**src/inc/lcd_keyscan_pkg.sv**
```systemverilog
// Shared constants and types of the display command and key scan logic
package lcd_keyscan_pkg;
  // Core clock and oscillator rates
  localparam int          CLK_PERIOD_NS = 8;
  localparam int          CLK_HZ        = 125000000;
  localparam int          OSC_HZ        = 145000;
  localparam logic [15:0] OSC_DIV       = 16'(CLK_HZ / OSC_HZ);
  // Times as printed, in ns; cycle counts round up (least times)
  localparam int T_PWRUP_NS    = 1500000;
  localparam int T_RSTLOW_NS   = 1200000;
  localparam int T_RSTBUSY_NS  = 250000;
  localparam int T_CLEAR_NS    = 234480;
  localparam int T_WRITE_NS    = 41380;
  localparam int PWRUP_CYC     = (T_PWRUP_NS + CLK_PERIOD_NS - 1) / CLK_PERIOD_NS;
  localparam int RSTLOW_CYC    = (T_RSTLOW_NS + CLK_PERIOD_NS - 1) / CLK_PERIOD_NS;
  localparam int RSTBUSY_CYC   = (T_RSTBUSY_NS + CLK_PERIOD_NS - 1) / CLK_PERIOD_NS;
  localparam int CLEAR_CYC     = (T_CLEAR_NS + CLK_PERIOD_NS - 1) / CLK_PERIOD_NS;
  localparam int WRITE_CYC     = (T_WRITE_NS + CLK_PERIOD_NS - 1) / CLK_PERIOD_NS;
  // Opcodes in instruction bits 15-8
  localparam logic [7:0] OP_CLEAR    = 8'h99;
  localparam logic [7:0] OP_HOME     = 8'h91;
  localparam logic [7:0] OP_ENTRY    = 8'h88;
  localparam logic [7:0] OP_DISP     = 8'h89;
  localparam logic [7:0] OP_ASHIFT   = 8'h92;
  localparam logic [7:0] OP_DSHIFT   = 8'h8A;
  localparam logic [7:0] OP_PORT     = 8'h8B;
  localparam logic [7:0] OP_CONTRAST = 8'h8C;
  localparam logic [7:0] OP_MODE     = 8'h8E;
  localparam logic [7:0] OP_DDMK     = 8'h93;
  localparam logic [7:0] OP_GLYPH    = 8'h90;
  localparam logic [7:0] OP_WRITE    = 8'h98;
  localparam logic [7:0] OP_KEYREAD  = 8'hA7;
  // Key reply fixed field, memory layout and reset values
  localparam logic [5:0] KEY_FIXED   = 6'h27;
  localparam logic [7:0] SPACE_CODE  = 8'h20;
  localparam logic [7:0] HOME_POS    = 8'h00;
  localparam int         CHAR_CELLS  = 14;
  localparam int         ICON_BIT    = 4;
  localparam int         ICON_W      = 5;
  // Key scan line counts and timing in oscillator ticks
  localparam int SCAN_LINES     = 8;
  localparam int RET_LINES      = 4;
  localparam int SCAN_LOW_TICKS = 4;
  localparam int SAMPLE_TICK    = 3;
  localparam int FRAME_TICKS    = 64;
  localparam int KEY_LOAD_TICKS = 2;
  // APB register byte offsets
  localparam logic [11:0] REG_STATUS = 12'h000;
  localparam logic [11:0] REG_KEY    = 12'h004;
  localparam logic [11:0] REG_OSCDIV = 12'h008;
  localparam logic [11:0] REG_SETUP  = 12'h00C;
  typedef enum logic [1:0] {TGT_CHAR = 2'b00, TGT_ICON = 2'b01, TGT_GLYPH = 2'b11} mem_target_t;
  typedef enum logic [1:0] {SCAN_IDLE = 2'b00, SCAN_RUN = 2'b01, SCAN_LOAD = 2'b11} scan_state_t;
endpackage

```
**src/sync2.sv**
```systemverilog
// Two-flop synchroniser for a group of asynchronous levels
module sync2 #(
  parameter int W = 1
)(
  input  wire logic         core_clk,
  input  wire logic         rst,
  input  wire logic [W-1:0] d,
  output logic      [W-1:0] q
);
  logic [W-1:0] meta_reg;

  // First stage feeds only the second stage
  always_ff @(posedge core_clk or posedge rst)
    if (rst)
    begin
      meta_reg <= '0;
      q        <= '0;
    end
    else
    begin
      meta_reg <= d;
      q        <= meta_reg;
    end
endmodule

```
**src/key_scanner.sv**
```systemverilog
// Key matrix scanner: drives scan lines, samples returns, holds key code
module key_scanner
  import lcd_keyscan_pkg::*;
(
  input  wire logic                  core_clk,
  input  wire logic                  rst,
  input  wire logic                  osc_tick,
  input  wire logic                  scan_en,
  input  wire logic                  hold,
  input  wire logic [RET_LINES-1:0]  ret_sync,
  output logic                       scan_window,
  output logic [SCAN_LINES-1:0]      scan_drive_n,
  output logic                       pullup_en,
  output logic                       all_nonselect,
  output logic [7:0]                 key_code,
  output logic                       key_pending
);
  scan_state_t          state_reg;
  logic [5:0]           frame_reg;
  logic [2:0]           line_reg;
  logic [1:0]           sub_reg;
  logic [1:0]           load_reg;
  logic [RET_LINES-1:0] flags_reg;
  logic [2:0]           code_reg;

  // Free-running frame of oscillator ticks; a window opens at zero
  always_ff @(posedge core_clk or posedge rst)
    if (rst)
      frame_reg <= '0;
    else if (osc_tick)
      frame_reg <= (frame_reg == 6'(FRAME_TICKS - 1)) ? 6'h00 : frame_reg + 6'h01;

  // Window sequencer; sampling and result load only while enabled
  always_ff @(posedge core_clk or posedge rst)
    if (rst)
    begin
      state_reg <= SCAN_IDLE;
      line_reg <= '0;
      sub_reg <= '0;
      load_reg <= '0;
      flags_reg <= '0;
      code_reg <= '0;
      key_code <= 8'h00;
      key_pending <= 1'b0;
    end
    else if (osc_tick)
      case (state_reg)
        SCAN_IDLE:
          if (frame_reg == 6'h00)
          begin
            state_reg <= SCAN_RUN;
            line_reg <= '0;
            sub_reg <= '0;
            flags_reg <= '0;
            code_reg <= '0;
          end
        SCAN_RUN:
        begin
          // Sample at the end of the third quarter of the low period
          if (sub_reg == 2'(SAMPLE_TICK - 1) && scan_en && ~&ret_sync)
          begin
            flags_reg <= flags_reg | ~ret_sync;
            code_reg <= line_reg;
          end
          sub_reg <= sub_reg + 2'h1;
          if (sub_reg == 2'(SCAN_LOW_TICKS - 1))
          begin
            sub_reg <= '0;
            line_reg <= line_reg + 3'h1;
            if (line_reg == 3'(SCAN_LINES - 1))
            begin
              state_reg <= SCAN_LOAD;
              load_reg <= '0;
            end
          end
        end
        SCAN_LOAD:
        begin
          load_reg <= load_reg + 2'h1;
          if (load_reg == 2'(KEY_LOAD_TICKS - 1))
          begin
            state_reg <= SCAN_IDLE;
            // Reading in progress freezes the held code
            if (!hold && scan_en)
            begin
              key_code <= {flags_reg, 1'b0, code_reg};
              key_pending <= |flags_reg;
            end
          end
        end
        default:
          state_reg <= SCAN_IDLE;
      endcase

  // Pins registered; scan pulses only inside the window gap
  always_ff @(posedge core_clk or posedge rst)
    if (rst)
    begin
      scan_window <= 1'b0;
      scan_drive_n <= '1;
      pullup_en <= 1'b0;
      all_nonselect <= 1'b0;
    end
    else
    begin
      scan_window <= state_reg == SCAN_RUN;
      scan_drive_n <= (state_reg == SCAN_RUN && scan_en) ? ~(8'h01 << line_reg) : 8'hFF;
      pullup_en <= state_reg == SCAN_RUN && scan_en;
      all_nonselect <= state_reg == SCAN_RUN && !scan_en;
    end
endmodule

```
**src/lcd_command_keyscan.sv**
```systemverilog
// Instruction decoder, serial link and key scan top of the display controller
module lcd_command_keyscan
  import lcd_keyscan_pkg::*;
#(
  parameter int PWRUP_CYCLES   = PWRUP_CYC,
  parameter int RSTLOW_CYCLES  = RSTLOW_CYC,
  parameter int RSTBUSY_CYCLES = RSTBUSY_CYC,
  parameter int CLEAR_CYCLES   = CLEAR_CYC,
  parameter int WRITE_CYCLES   = WRITE_CYC,
  parameter int GLYPH_DEPTH    = 256
)(
  input  wire logic        core_clk,
  input  wire logic        rst,
  input  wire logic [11:0] paddr,
  input  wire logic        psel,
  input  wire logic        penable,
  input  wire logic        pwrite,
  input  wire logic [31:0] pwdata,
  output logic      [31:0] prdata,
  output logic             pready,
  output logic             pslverr,
  input  wire logic        link_clk,
  input  wire logic        link_sel_n,
  input  wire logic        link_data_in,
  output logic             link_data_out,
  output logic             link_data_oe,
  input  wire logic        reset_pin_n,
  input  wire logic        mode_select_upper,
  input  wire logic        mode_select_lower,
  input  wire logic [3:0]  key_return_lines,
  output logic             busy_flag,
  output logic             key_pending,
  output logic [7:0]       shared_scan_segment_outputs,
  output logic             key_pullup_en,
  output logic             scan_window,
  output logic             all_segments_nonselect,
  output logic [3:0]       static_port,
  output logic [3:0]       contrast_level,
  output logic             display_on,
  output logic             icon_on,
  output logic             blink_on,
  output logic             power_down
);
  logic [9:0]        sync_q;
  logic              lclk_s;
  logic              sel_n_s;
  logic              din_s;
  logic              rpin_s;
  logic [1:0]        ms_s;
  logic [3:0]        ret_s;
  logic              lclk_d_reg;
  logic              rise;
  logic              fall;
  logic [14:0]       rx_shift_reg;
  logic [3:0]        bit_cnt_reg;
  logic              word_stb_reg;
  logic [7:0]        instruction_holding_reg;
  logic [7:0]        data_holding_reg;
  logic [15:0]       tx_shift_reg;
  logic              readout_reg;
  logic [15:0]       osc_div_reg;
  logic [15:0]       osc_cnt_reg;
  logic              osc_tick_reg;
  logic [31:0]       low_cnt_reg;
  logic              armed_reg;
  logic              init_stb_reg;
  logic [31:0]       busy_cnt_reg;
  logic [7:0]        position_counter;
  mem_target_t       target_reg;
  logic              entry_inc_reg;
  logic              shift_on_reg;
  logic              scan_en_reg;
  logic [3:0]        disp_shift_reg;
  logic [7:0]        char_code_memory [CHAR_CELLS];
  logic [ICON_W-1:0] icon_memory [CHAR_CELLS];
  logic [ICON_W-1:0] glyph_memory [GLYPH_DEPTH];
  logic [7:0]        key_code;
  logic              exec;
  logic [7:0]        pos_step;
  logic              setup_ph;
  logic              access_ph;

  // Every pin from the host side crosses into core_clk here
  sync2 #(
    .W (10)
  ) u_sync (
    .core_clk (core_clk),
    .rst      (rst),
    .d        ({link_clk, link_sel_n, link_data_in, reset_pin_n,
                mode_select_upper, mode_select_lower, key_return_lines}),
    .q        (sync_q)
  );

  assign {lclk_s, sel_n_s, din_s, rpin_s, ms_s, ret_s} = sync_q;
  assign rise = lclk_s & ~lclk_d_reg;
  assign fall = ~lclk_s & lclk_d_reg;
  // Busy refuses new words; host keeps the timing anyway
  assign exec = word_stb_reg & ~busy_flag & ~armed_reg;
  assign pos_step = dr_inc(entry_inc_reg);
  assign setup_ph = psel & ~penable & ~pready;
  assign access_ph = psel & penable & pready;

  function automatic logic [7:0] dr_inc(input logic inc);
    dr_inc = inc ? 8'h01 : 8'hFF;
  endfunction

  // Link clock edge finder, fed by the second synchroniser stage
  always_ff @(posedge core_clk or posedge rst)
    if (rst)
      lclk_d_reg <= 1'b0;
    else
      lclk_d_reg <= lclk_s;

  // Oscillator stand-in: one-cycle tick every osc_div_reg cycles
  always_ff @(posedge core_clk or posedge rst)
    if (rst)
    begin
      osc_cnt_reg <= '0;
      osc_tick_reg <= 1'b0;
    end
    else
    begin
      osc_tick_reg <= osc_cnt_reg == 16'h0000;
      osc_cnt_reg <= (osc_cnt_reg == 16'h0000) ? osc_div_reg - 16'h0001 : osc_cnt_reg - 16'h0001;
    end

  // Receive: MSB first on rising edges, split into two holding bytes
  always_ff @(posedge core_clk or posedge rst)
    if (rst)
    begin
      rx_shift_reg <= '0;
      bit_cnt_reg <= '0;
      word_stb_reg <= 1'b0;
      instruction_holding_reg <= 8'h00;
      data_holding_reg <= 8'h00;
    end
    else
    begin
      word_stb_reg <= 1'b0;
      if (sel_n_s)
        bit_cnt_reg <= '0;
      else if (rise && !readout_reg)
      begin
        rx_shift_reg <= {rx_shift_reg[13:0], din_s};
        bit_cnt_reg <= bit_cnt_reg + 4'h1;
        if (bit_cnt_reg == 4'hF)
        begin
          instruction_holding_reg <= rx_shift_reg[14:7];
          data_holding_reg <= {rx_shift_reg[6:0], din_s};
          word_stb_reg <= 1'b1;
        end
      end
    end

  // Key reply goes out on falling edges until the select is released
  always_ff @(posedge core_clk or posedge rst)
    if (rst)
    begin
      tx_shift_reg <= '0;
      readout_reg <= 1'b0;
      link_data_out <= 1'b0;
      link_data_oe <= 1'b0;
    end
    else
    begin
      link_data_oe <= readout_reg & ~sel_n_s;
      if (sel_n_s)
        readout_reg <= 1'b0;
      else if (exec && instruction_holding_reg == OP_KEYREAD)
      begin
        tx_shift_reg <= {ms_s, KEY_FIXED, key_code};
        readout_reg <= 1'b1;
      end
      else if (fall && readout_reg)
      begin
        link_data_out <= tx_shift_reg[15];
        tx_shift_reg <= {tx_shift_reg[14:0], 1'b0};
      end
    end

  // Reset pin: a long enough low arms a reset of control state and characters at release
  always_ff @(posedge core_clk or posedge rst)
    if (rst)
    begin
      low_cnt_reg <= '0;
      armed_reg <= 1'b0;
      init_stb_reg <= 1'b0;
    end
    else
    begin
      init_stb_reg <= 1'b0;
      if (!rpin_s)
      begin
        if (low_cnt_reg < 32'(RSTLOW_CYCLES))
          low_cnt_reg <= low_cnt_reg + 32'h1;
        else
          armed_reg <= 1'b1;
      end
      else
      begin
        low_cnt_reg <= '0;
        armed_reg <= 1'b0;
        init_stb_reg <= armed_reg;
      end
    end

  // Busy flag: power-up, reset release, clear and memory write
  always_ff @(posedge core_clk or posedge rst)
    if (rst)
    begin
      busy_cnt_reg <= 32'(PWRUP_CYCLES);
      busy_flag <= 1'b1;
    end
    else if (armed_reg)
      busy_flag <= 1'b1;
    else if (init_stb_reg)
    begin
      busy_cnt_reg <= 32'(RSTBUSY_CYCLES);
      busy_flag <= 1'b1;
    end
    else if (exec && instruction_holding_reg == OP_CLEAR)
    begin
      busy_cnt_reg <= 32'(CLEAR_CYCLES);
      busy_flag <= 1'b1;
    end
    else if (exec && instruction_holding_reg == OP_WRITE)
    begin
      busy_cnt_reg <= 32'(WRITE_CYCLES);
      busy_flag <= 1'b1;
    end
    else if (busy_cnt_reg > 32'h1)
      busy_cnt_reg <= busy_cnt_reg - 32'h1;
    else
    begin
      busy_cnt_reg <= '0;
      busy_flag <= 1'b0;
    end

  // Control state set by instructions; unused operand bits never read
  always_ff @(posedge core_clk or posedge rst)
    if (rst)
    begin
      position_counter <= HOME_POS;
      target_reg <= TGT_CHAR;
      entry_inc_reg <= 1'b1;
      shift_on_reg <= 1'b0;
      scan_en_reg <= 1'b0;
      disp_shift_reg <= '0;
      static_port <= 4'h0;
      contrast_level <= 4'h0;
      display_on <= 1'b0;
      icon_on <= 1'b0;
      blink_on <= 1'b0;
      power_down <= 1'b0;
    end
    else if (init_stb_reg)
    begin
      position_counter <= HOME_POS;
      target_reg <= TGT_CHAR;
      entry_inc_reg <= 1'b1;
      shift_on_reg <= 1'b0;
      scan_en_reg <= 1'b0;
      disp_shift_reg <= '0;
      static_port <= 4'h0;
      contrast_level <= 4'h0;
      display_on <= 1'b0;
      icon_on <= 1'b0;
      blink_on <= 1'b0;
      power_down <= 1'b0;
    end
    else if (exec)
      case (instruction_holding_reg)
        OP_CLEAR:
        begin
          position_counter <= HOME_POS;
          target_reg <= TGT_CHAR;
          entry_inc_reg <= 1'b1;
        end
        OP_HOME:
        begin
          position_counter <= HOME_POS;
          target_reg <= TGT_CHAR;
          disp_shift_reg <= '0;
        end
        OP_ENTRY:
        begin
          entry_inc_reg <= data_holding_reg[1];
          shift_on_reg <= data_holding_reg[0];
        end
        OP_DISP:
        begin
          display_on <= data_holding_reg[2];
          icon_on <= data_holding_reg[1];
          blink_on <= data_holding_reg[0];
        end
        OP_ASHIFT:
          position_counter <= position_counter + dr_inc(data_holding_reg[0]);
        OP_DSHIFT:
          disp_shift_reg <= disp_shift_reg + (data_holding_reg[0] ? 4'hF : 4'h1);
        OP_PORT:
          static_port <= data_holding_reg[3:0];
        OP_CONTRAST:
          contrast_level <= data_holding_reg[3:0];
        OP_MODE:
        begin
          scan_en_reg <= data_holding_reg[1];
          power_down <= data_holding_reg[0];
        end
        OP_DDMK:
        begin
          position_counter <= {3'b000, data_holding_reg[4:0]};
          target_reg <= data_holding_reg[ICON_BIT] ? TGT_ICON : TGT_CHAR;
        end
        OP_GLYPH:
        begin
          position_counter <= data_holding_reg;
          target_reg <= TGT_GLYPH;
        end
        OP_WRITE:
        begin
          position_counter <= position_counter + pos_step;
          // Only character writes move the display
          if (shift_on_reg && target_reg == TGT_CHAR)
            disp_shift_reg <= disp_shift_reg + (entry_inc_reg ? 4'h1 : 4'hF);
        end
        default:
          position_counter <= position_counter; // Test code and others
      endcase

  // Display memories; clear and init fill characters with spaces
  always_ff @(posedge core_clk or posedge rst)
    if (rst)
    begin
      for (int i = 0; i < CHAR_CELLS; i++)
      begin
        char_code_memory[i] <= SPACE_CODE;
        icon_memory[i] <= '0;
      end
      for (int g = 0; g < GLYPH_DEPTH; g++)
        glyph_memory[g] <= '0;
    end
    else if (init_stb_reg || (exec && instruction_holding_reg == OP_CLEAR))
    begin
      for (int i = 0; i < CHAR_CELLS; i++)
        char_code_memory[i] <= SPACE_CODE;
    end
    else if (exec && instruction_holding_reg == OP_WRITE && position_counter[3:0] < 4'(CHAR_CELLS))
      case (target_reg)
        TGT_CHAR:
          char_code_memory[position_counter[3:0]] <= data_holding_reg;
        TGT_ICON:
          icon_memory[position_counter[3:0]] <= data_holding_reg[ICON_W-1:0];
        default:
          glyph_memory[position_counter] <= data_holding_reg[ICON_W-1:0];
      endcase
    else if (exec && instruction_holding_reg == OP_WRITE && target_reg == TGT_GLYPH)
      glyph_memory[position_counter] <= data_holding_reg[ICON_W-1:0];

  // Key matrix scanner; power down disables scanning while windows keep running
  key_scanner u_scan (
    .core_clk      (core_clk),
    .rst           (rst),
    .osc_tick      (osc_tick_reg),
    .scan_en       (scan_en_reg & ~power_down),
    .hold          (readout_reg),
    .ret_sync      (ret_s),
    .scan_window   (scan_window),
    .scan_drive_n  (shared_scan_segment_outputs),
    .pullup_en     (key_pullup_en),
    .all_nonselect (all_segments_nonselect),
    .key_code      (key_code),
    .key_pending   (key_pending)
  );

  // APB slave: answer in the cycle after setup, write at that edge
  always_ff @(posedge core_clk or posedge rst)
    if (rst)
    begin
      pready <= 1'b0;
      pslverr <= 1'b0;
      prdata <= '0;
      osc_div_reg <= OSC_DIV;
    end
    else
    begin
      pready <= setup_ph;
      // Error flag stands only in its ready cycle, never into the next transfer
      pslverr <= 1'b0;
      if (setup_ph)
      begin
        prdata <= '0;
        case (paddr)
          REG_STATUS:
            prdata <= {12'h000, disp_shift_reg, readout_reg, key_pending, busy_flag,
                       scan_en_reg, entry_inc_reg, shift_on_reg, target_reg, position_counter};
          REG_KEY:
            prdata <= {16'h0, ms_s, KEY_FIXED, key_code};
          REG_OSCDIV:
            prdata <= {16'h0, osc_div_reg};
          REG_SETUP:
            prdata <= {20'h0, contrast_level, static_port, power_down, display_on, icon_on, blink_on};
          default:
            pslverr <= 1'b1;
        endcase
      end
      // Zero divider would slow the tick to one every 65536 cycles; such writes are dropped
      if (access_ph && pwrite && paddr == REG_OSCDIV && pwdata[15:0] != 16'h0000)
        osc_div_reg <= pwdata[15:0];
    end
endmodule

```
**config.mk**
```make
export PLATFORM = sky130hd
export DESIGN_NAME = lcd_command_keyscan
export DESIGN_NICKNAME = d
export VERILOG_FILES = /design/src/inc/lcd_keyscan_pkg.sv /design/src/sync2.sv /design/src/key_scanner.sv /design/src/lcd_command_keyscan.sv
export SDC_FILE = /design/constraint.sdc
export NUM_CORES = 1
export LEC_CHECK = 0
export BUFFER_PORTS_ARGS = -buffer_cell sky130_fd_sc_hd__buf_2
export CAP_MARGIN = 20
export CELL_PAD_IN_SITES_DETAIL_PLACEMENT = 0
export CELL_PAD_IN_SITES_GLOBAL_PLACEMENT = 2
export CORE_MARGIN = 2
export CORE_UTILIZATION = 37
export CTS_CLUSTER_SIZE = 20
export DETAILED_ROUTE_END_ITERATION = 10
export PLACE_DENSITY_LB_ADDON = 0.1
export SLEW_MARGIN = 25
export SYNTH_ARGS = -nofsm -noshare
export SYNTH_HDL_FRONTEND = slang
export SYNTH_SLANG_ARGS = --single-unit
```
**constraint.sdc**
```tcl
create_clock -name core_clk -period 16.2 [get_ports core_clk]
set_input_delay 4.86 -clock core_clk [delete_from_list [all_inputs] [get_ports core_clk]]
set_output_delay 4.86 -clock core_clk [all_outputs]
set_load 0.01 [all_outputs]
```
==> impl_metrics.json <==
{
  "power_mw": 1.50,
  "grt_pass1_wl_um": 51900,
  "drive_above_1_share_pct": 19.8,
  "cts_sinks": 268,
  "clk_pin_slew_worst_paths_ps": 50,
  "relSlewSlack_pct": 29.5,
  "drt-total-wl_um": 31300,
  "top_layer_used": "met4",
  "crit_fanout": 16,
  "ctsRootBufferMaster": "clkbuf_16",
  "arrival_ps": 7450,
  "p_per_area_mw_per_mm2": 102,
  "drt_iter0_markers": 526,
  "postCtsSetupBuffers": 0,
  "synth_edf_count": 0,
  "tritoncts": "yes",
  "swShare_pct": 21.5,
  "fillerInstances": 3241,
  "grt_max_degree": 144,
  "hp-class": "flop to flop",
  "ctsResizeCount": 0,
  "critPathSlowestCell": "nand4_1",
  "ir_worst_vdd_mv": 0.0694,
  "slew_viol_final": 0,
  "drt.antenna.violating_nets": 0,
  "crit_type": "input port to flop",
  "p_int_mw": 1.18,
  "rows": 67,
  "yosys_warnings": 0,
  "cts_buffers": 34,
  "initial_core_util_pct": 37.7,
  "die_y_um": 189,
  "die_x_um": 189,
  "seq_area_frac_synth_pct": 53.2,
  "dr.pass1.iters": 5,
  "die_area_mm2": 0.0358,
  "grt_usage_pct": 17.9,
  "max_stage_delay_ps": 700,
  "vias": 9317,
  "met1_length_um": 15900,
  "crit_chain": "buf_2 > nor4_2 > nand3_1 > buf_4 > nor2_1 > nand4_1 > mux2_2",
  "p_seq_share_pct": 46.2,
  "outcome": "finished, final reports clean",
  "ios": 120,
  "core_mm2": 0.0336,
  "syn_area_mm2": 0.0127,
  "cpLargestDelayFamily": "simple AND/OR/NAND/NOR gates",
  "worst_setup_path_start_kind": "input port",
  "hold_violations": 0,
  "clock_path_buffers": 3,
  "power.share.combinational_pct": 2.8,
  "period_minus_slack_ps": 7060,
  "crit_buf_inv": 2,
  "p_sw_mw": 0.323,
  "wl_per_cell_um": 17.6,
  "syn_inst": 1220,
  "end_kind": "flop",
  "setup_viol_count_final": 0,
  "clkPwrFrac_pct": 51.0,
  "synthArstFlopShare_pct": 100,
  "holdBufCountCts": 0,
  "worst_ep_required_time_ps": 16580,
  "max_freq_mhz": 142,
  "nets": 1395,
  "wl_met3_um": 1270,
  "finalSetupTns_ps": 0,
  "overflow": 0,
  "postSynth.topFlopCell": "dfrtp_1",
  "synth_area_per_cell_um2": 10.4,
  "io_buffers": 91,
  "synth-seq-cells": 268,
  "finClkSkew_ps": 12.5,
  "insertion_delay_ps": 510,
  "cap_violations": 0,
  "wl_met2_um": 13700,
  "fin_crit_sh_pct": 43.6,
  "gp_congestion": 0.781,
  "p_leak_nw": 6.73,
  "htreeDepth": 2,
  "grt_setup_unrepaired": "no",
  "area_delta_synth_final_pct": 16.0,
  "grt_pass1_vias": 9223,
  "route.detailed.drc": 0,
  "post-dp-hpwl_um": 21300,
  "worst_pin_slew_ps": 1050,
  "viasPerCell": 5.22,
  "ys_types": 66,
  "antenna_found_initial": 1
}
## path summary, 6_finish.rpt
check                                             start                            to  slack (ps)  depth (start not counted)
max                                            paddr[1]    osc_div_reg[5]$_DFFE_PP0P_        9140                          7
min                        u_sync.meta_reg[3]$_DFF_PP0_         u_sync.q[3]$_DFF_PP0_         350                          0
max reg2reg                   osc_cnt_reg[12]$_DFF_PP0_     osc_cnt_reg[12]$_DFF_PP0_       11970                         12
min reg2reg                u_sync.meta_reg[3]$_DFF_PP0_         u_sync.q[3]$_DFF_PP0_         350                          0
max in group asynchronous                           rst   rx_shift_reg[5]$_DFFE_PP0P_       10460                          3
min in group asynchronous                           rst  u_scan.scan_window$_DFF_PP0_        4450                          2
## layout make-up
type                            count  area [um2]  area share [%]
Antenna cell                        2        5.00          0.0340
Multi-Input combinational cell    856        5530            37.6
Tap cell                          448         561            3.81
Inverter                           47         189            1.29
Timing Repair Buffer              103         549            3.74
Clock buffer                       52         980            6.66
Clock inverter                      8         150            1.02
Sequential cell                   268        6740            45.9
## placed cells by master, fill, tap and decap left out, drive strengths merged, types with 24 or more instances in the layout
cell type / netlist / layout
ha: 24 / 24
inv: 47 / 47
nand2: 119 / 119
clkbuf: 38 / 52
nand4: 31 / 31
xor2: 30 / 30
dfstp: 27 / 27
nand3: 33 / 33
nor4: 25 / 25
mux2: 57 / 57
mux2i: 26 / 26
o21ai: 71 / 71
buf: 22 / 103
nor2b: 24 / 24
dfrtp: 241 / 241
nor3: 43 / 43
nor2: 112 / 112
a21oi: 53 / 53
## power groups by stage
stage	logic [mW]	registers, mW	clock network [mW]
5_1_grt	0.0476	0.696	0.819
3_5_place_dp	0.0430	0.706	0
6_report	0.0414	0.695	0.766
4_1_cts	0.0432	0.694	0.790
2_1_floorplan	0.0317	0.701	0
3_3_place_gp	0.0418	0.706	0
## metrics by stage
stage | worst slack (ps) | cell area [um2] | util [%] | std cells | hold WS (ps)
after global routing | 8840 | 14700 | 43.7 | 1782 | 350
after floorplan | 4000 | 12700 | - | 1231 | 331
after detailed placement | 8640 | 13600 | 40.3 | 1722 | 335
final | 9140 | 14700 | 43.7 | 1784 | 346
after global placement | 8350 | 13500 | 40.3 | 1722 | 332
after CTS | 9140 | 14700 | 43.7 | 1782 | 347
## per-layer routing
metal | vias to the layer above | track usage, %
met5 | - | 0
met4 | 0 | 3.97
met3 | 39 | 2.98
met2 | 150 | 26.8
met1 | 4584 | 27.2
li1 | 4544 | -
## Yosys cell counts (5+ instances only)
cell	count	area share, %
dfrtp_1	241	48
nand2_1	119	3.5
nor2_1	112	3.3
o21ai_0	68	2.7
mux2_2	57	5.1
a21oi_1	53	2.1
inv_1	47	1.4
nor3_1	43	1.7
clkbuf_1	38	1.1
nand3_1	33	1.3
nand4_1	31	1.5
xor2_1	30	2.1
dfstp_2	27	5.6
mux2i_1	26	2.1
ha_1	24	2.4
nor2b_1	24	1.2
nor4_1	22	1.1
a31oi_1	21	1.0
or3_1	17	0.84
o31ai_1	15	0.89
buf_4	12	0.71
or4_1	12	0.71
o211ai_1	10	0.59
xnor2_1	10	0.69
a22oi_1	8	0.47
o22ai_1	8	0.39
or2_2	8	0.39
mux4_2	7	1.2
a21o_1	6	0.36
o22a_1	6	0.41
a22o_1	5	0.35
and3_1	5	0.25
buf_2	5	0.20
nand2b_1	5	0.25
## cell families after synthesis
group                      Yosys count  synth area share, %
AOI/OAI and AO/OA                  230                 11.3
xor gates and xnor gates            40                 2.76
adders and majority gates           26                 2.69
buffers and inverters              107                 3.69
DFF                                268                 53.2
muxes                               90                 8.36
other                                1               0.0296
and+or+nand+nor                    458                 18.0
Note: power is estimated with default switching activity, not from simulation.
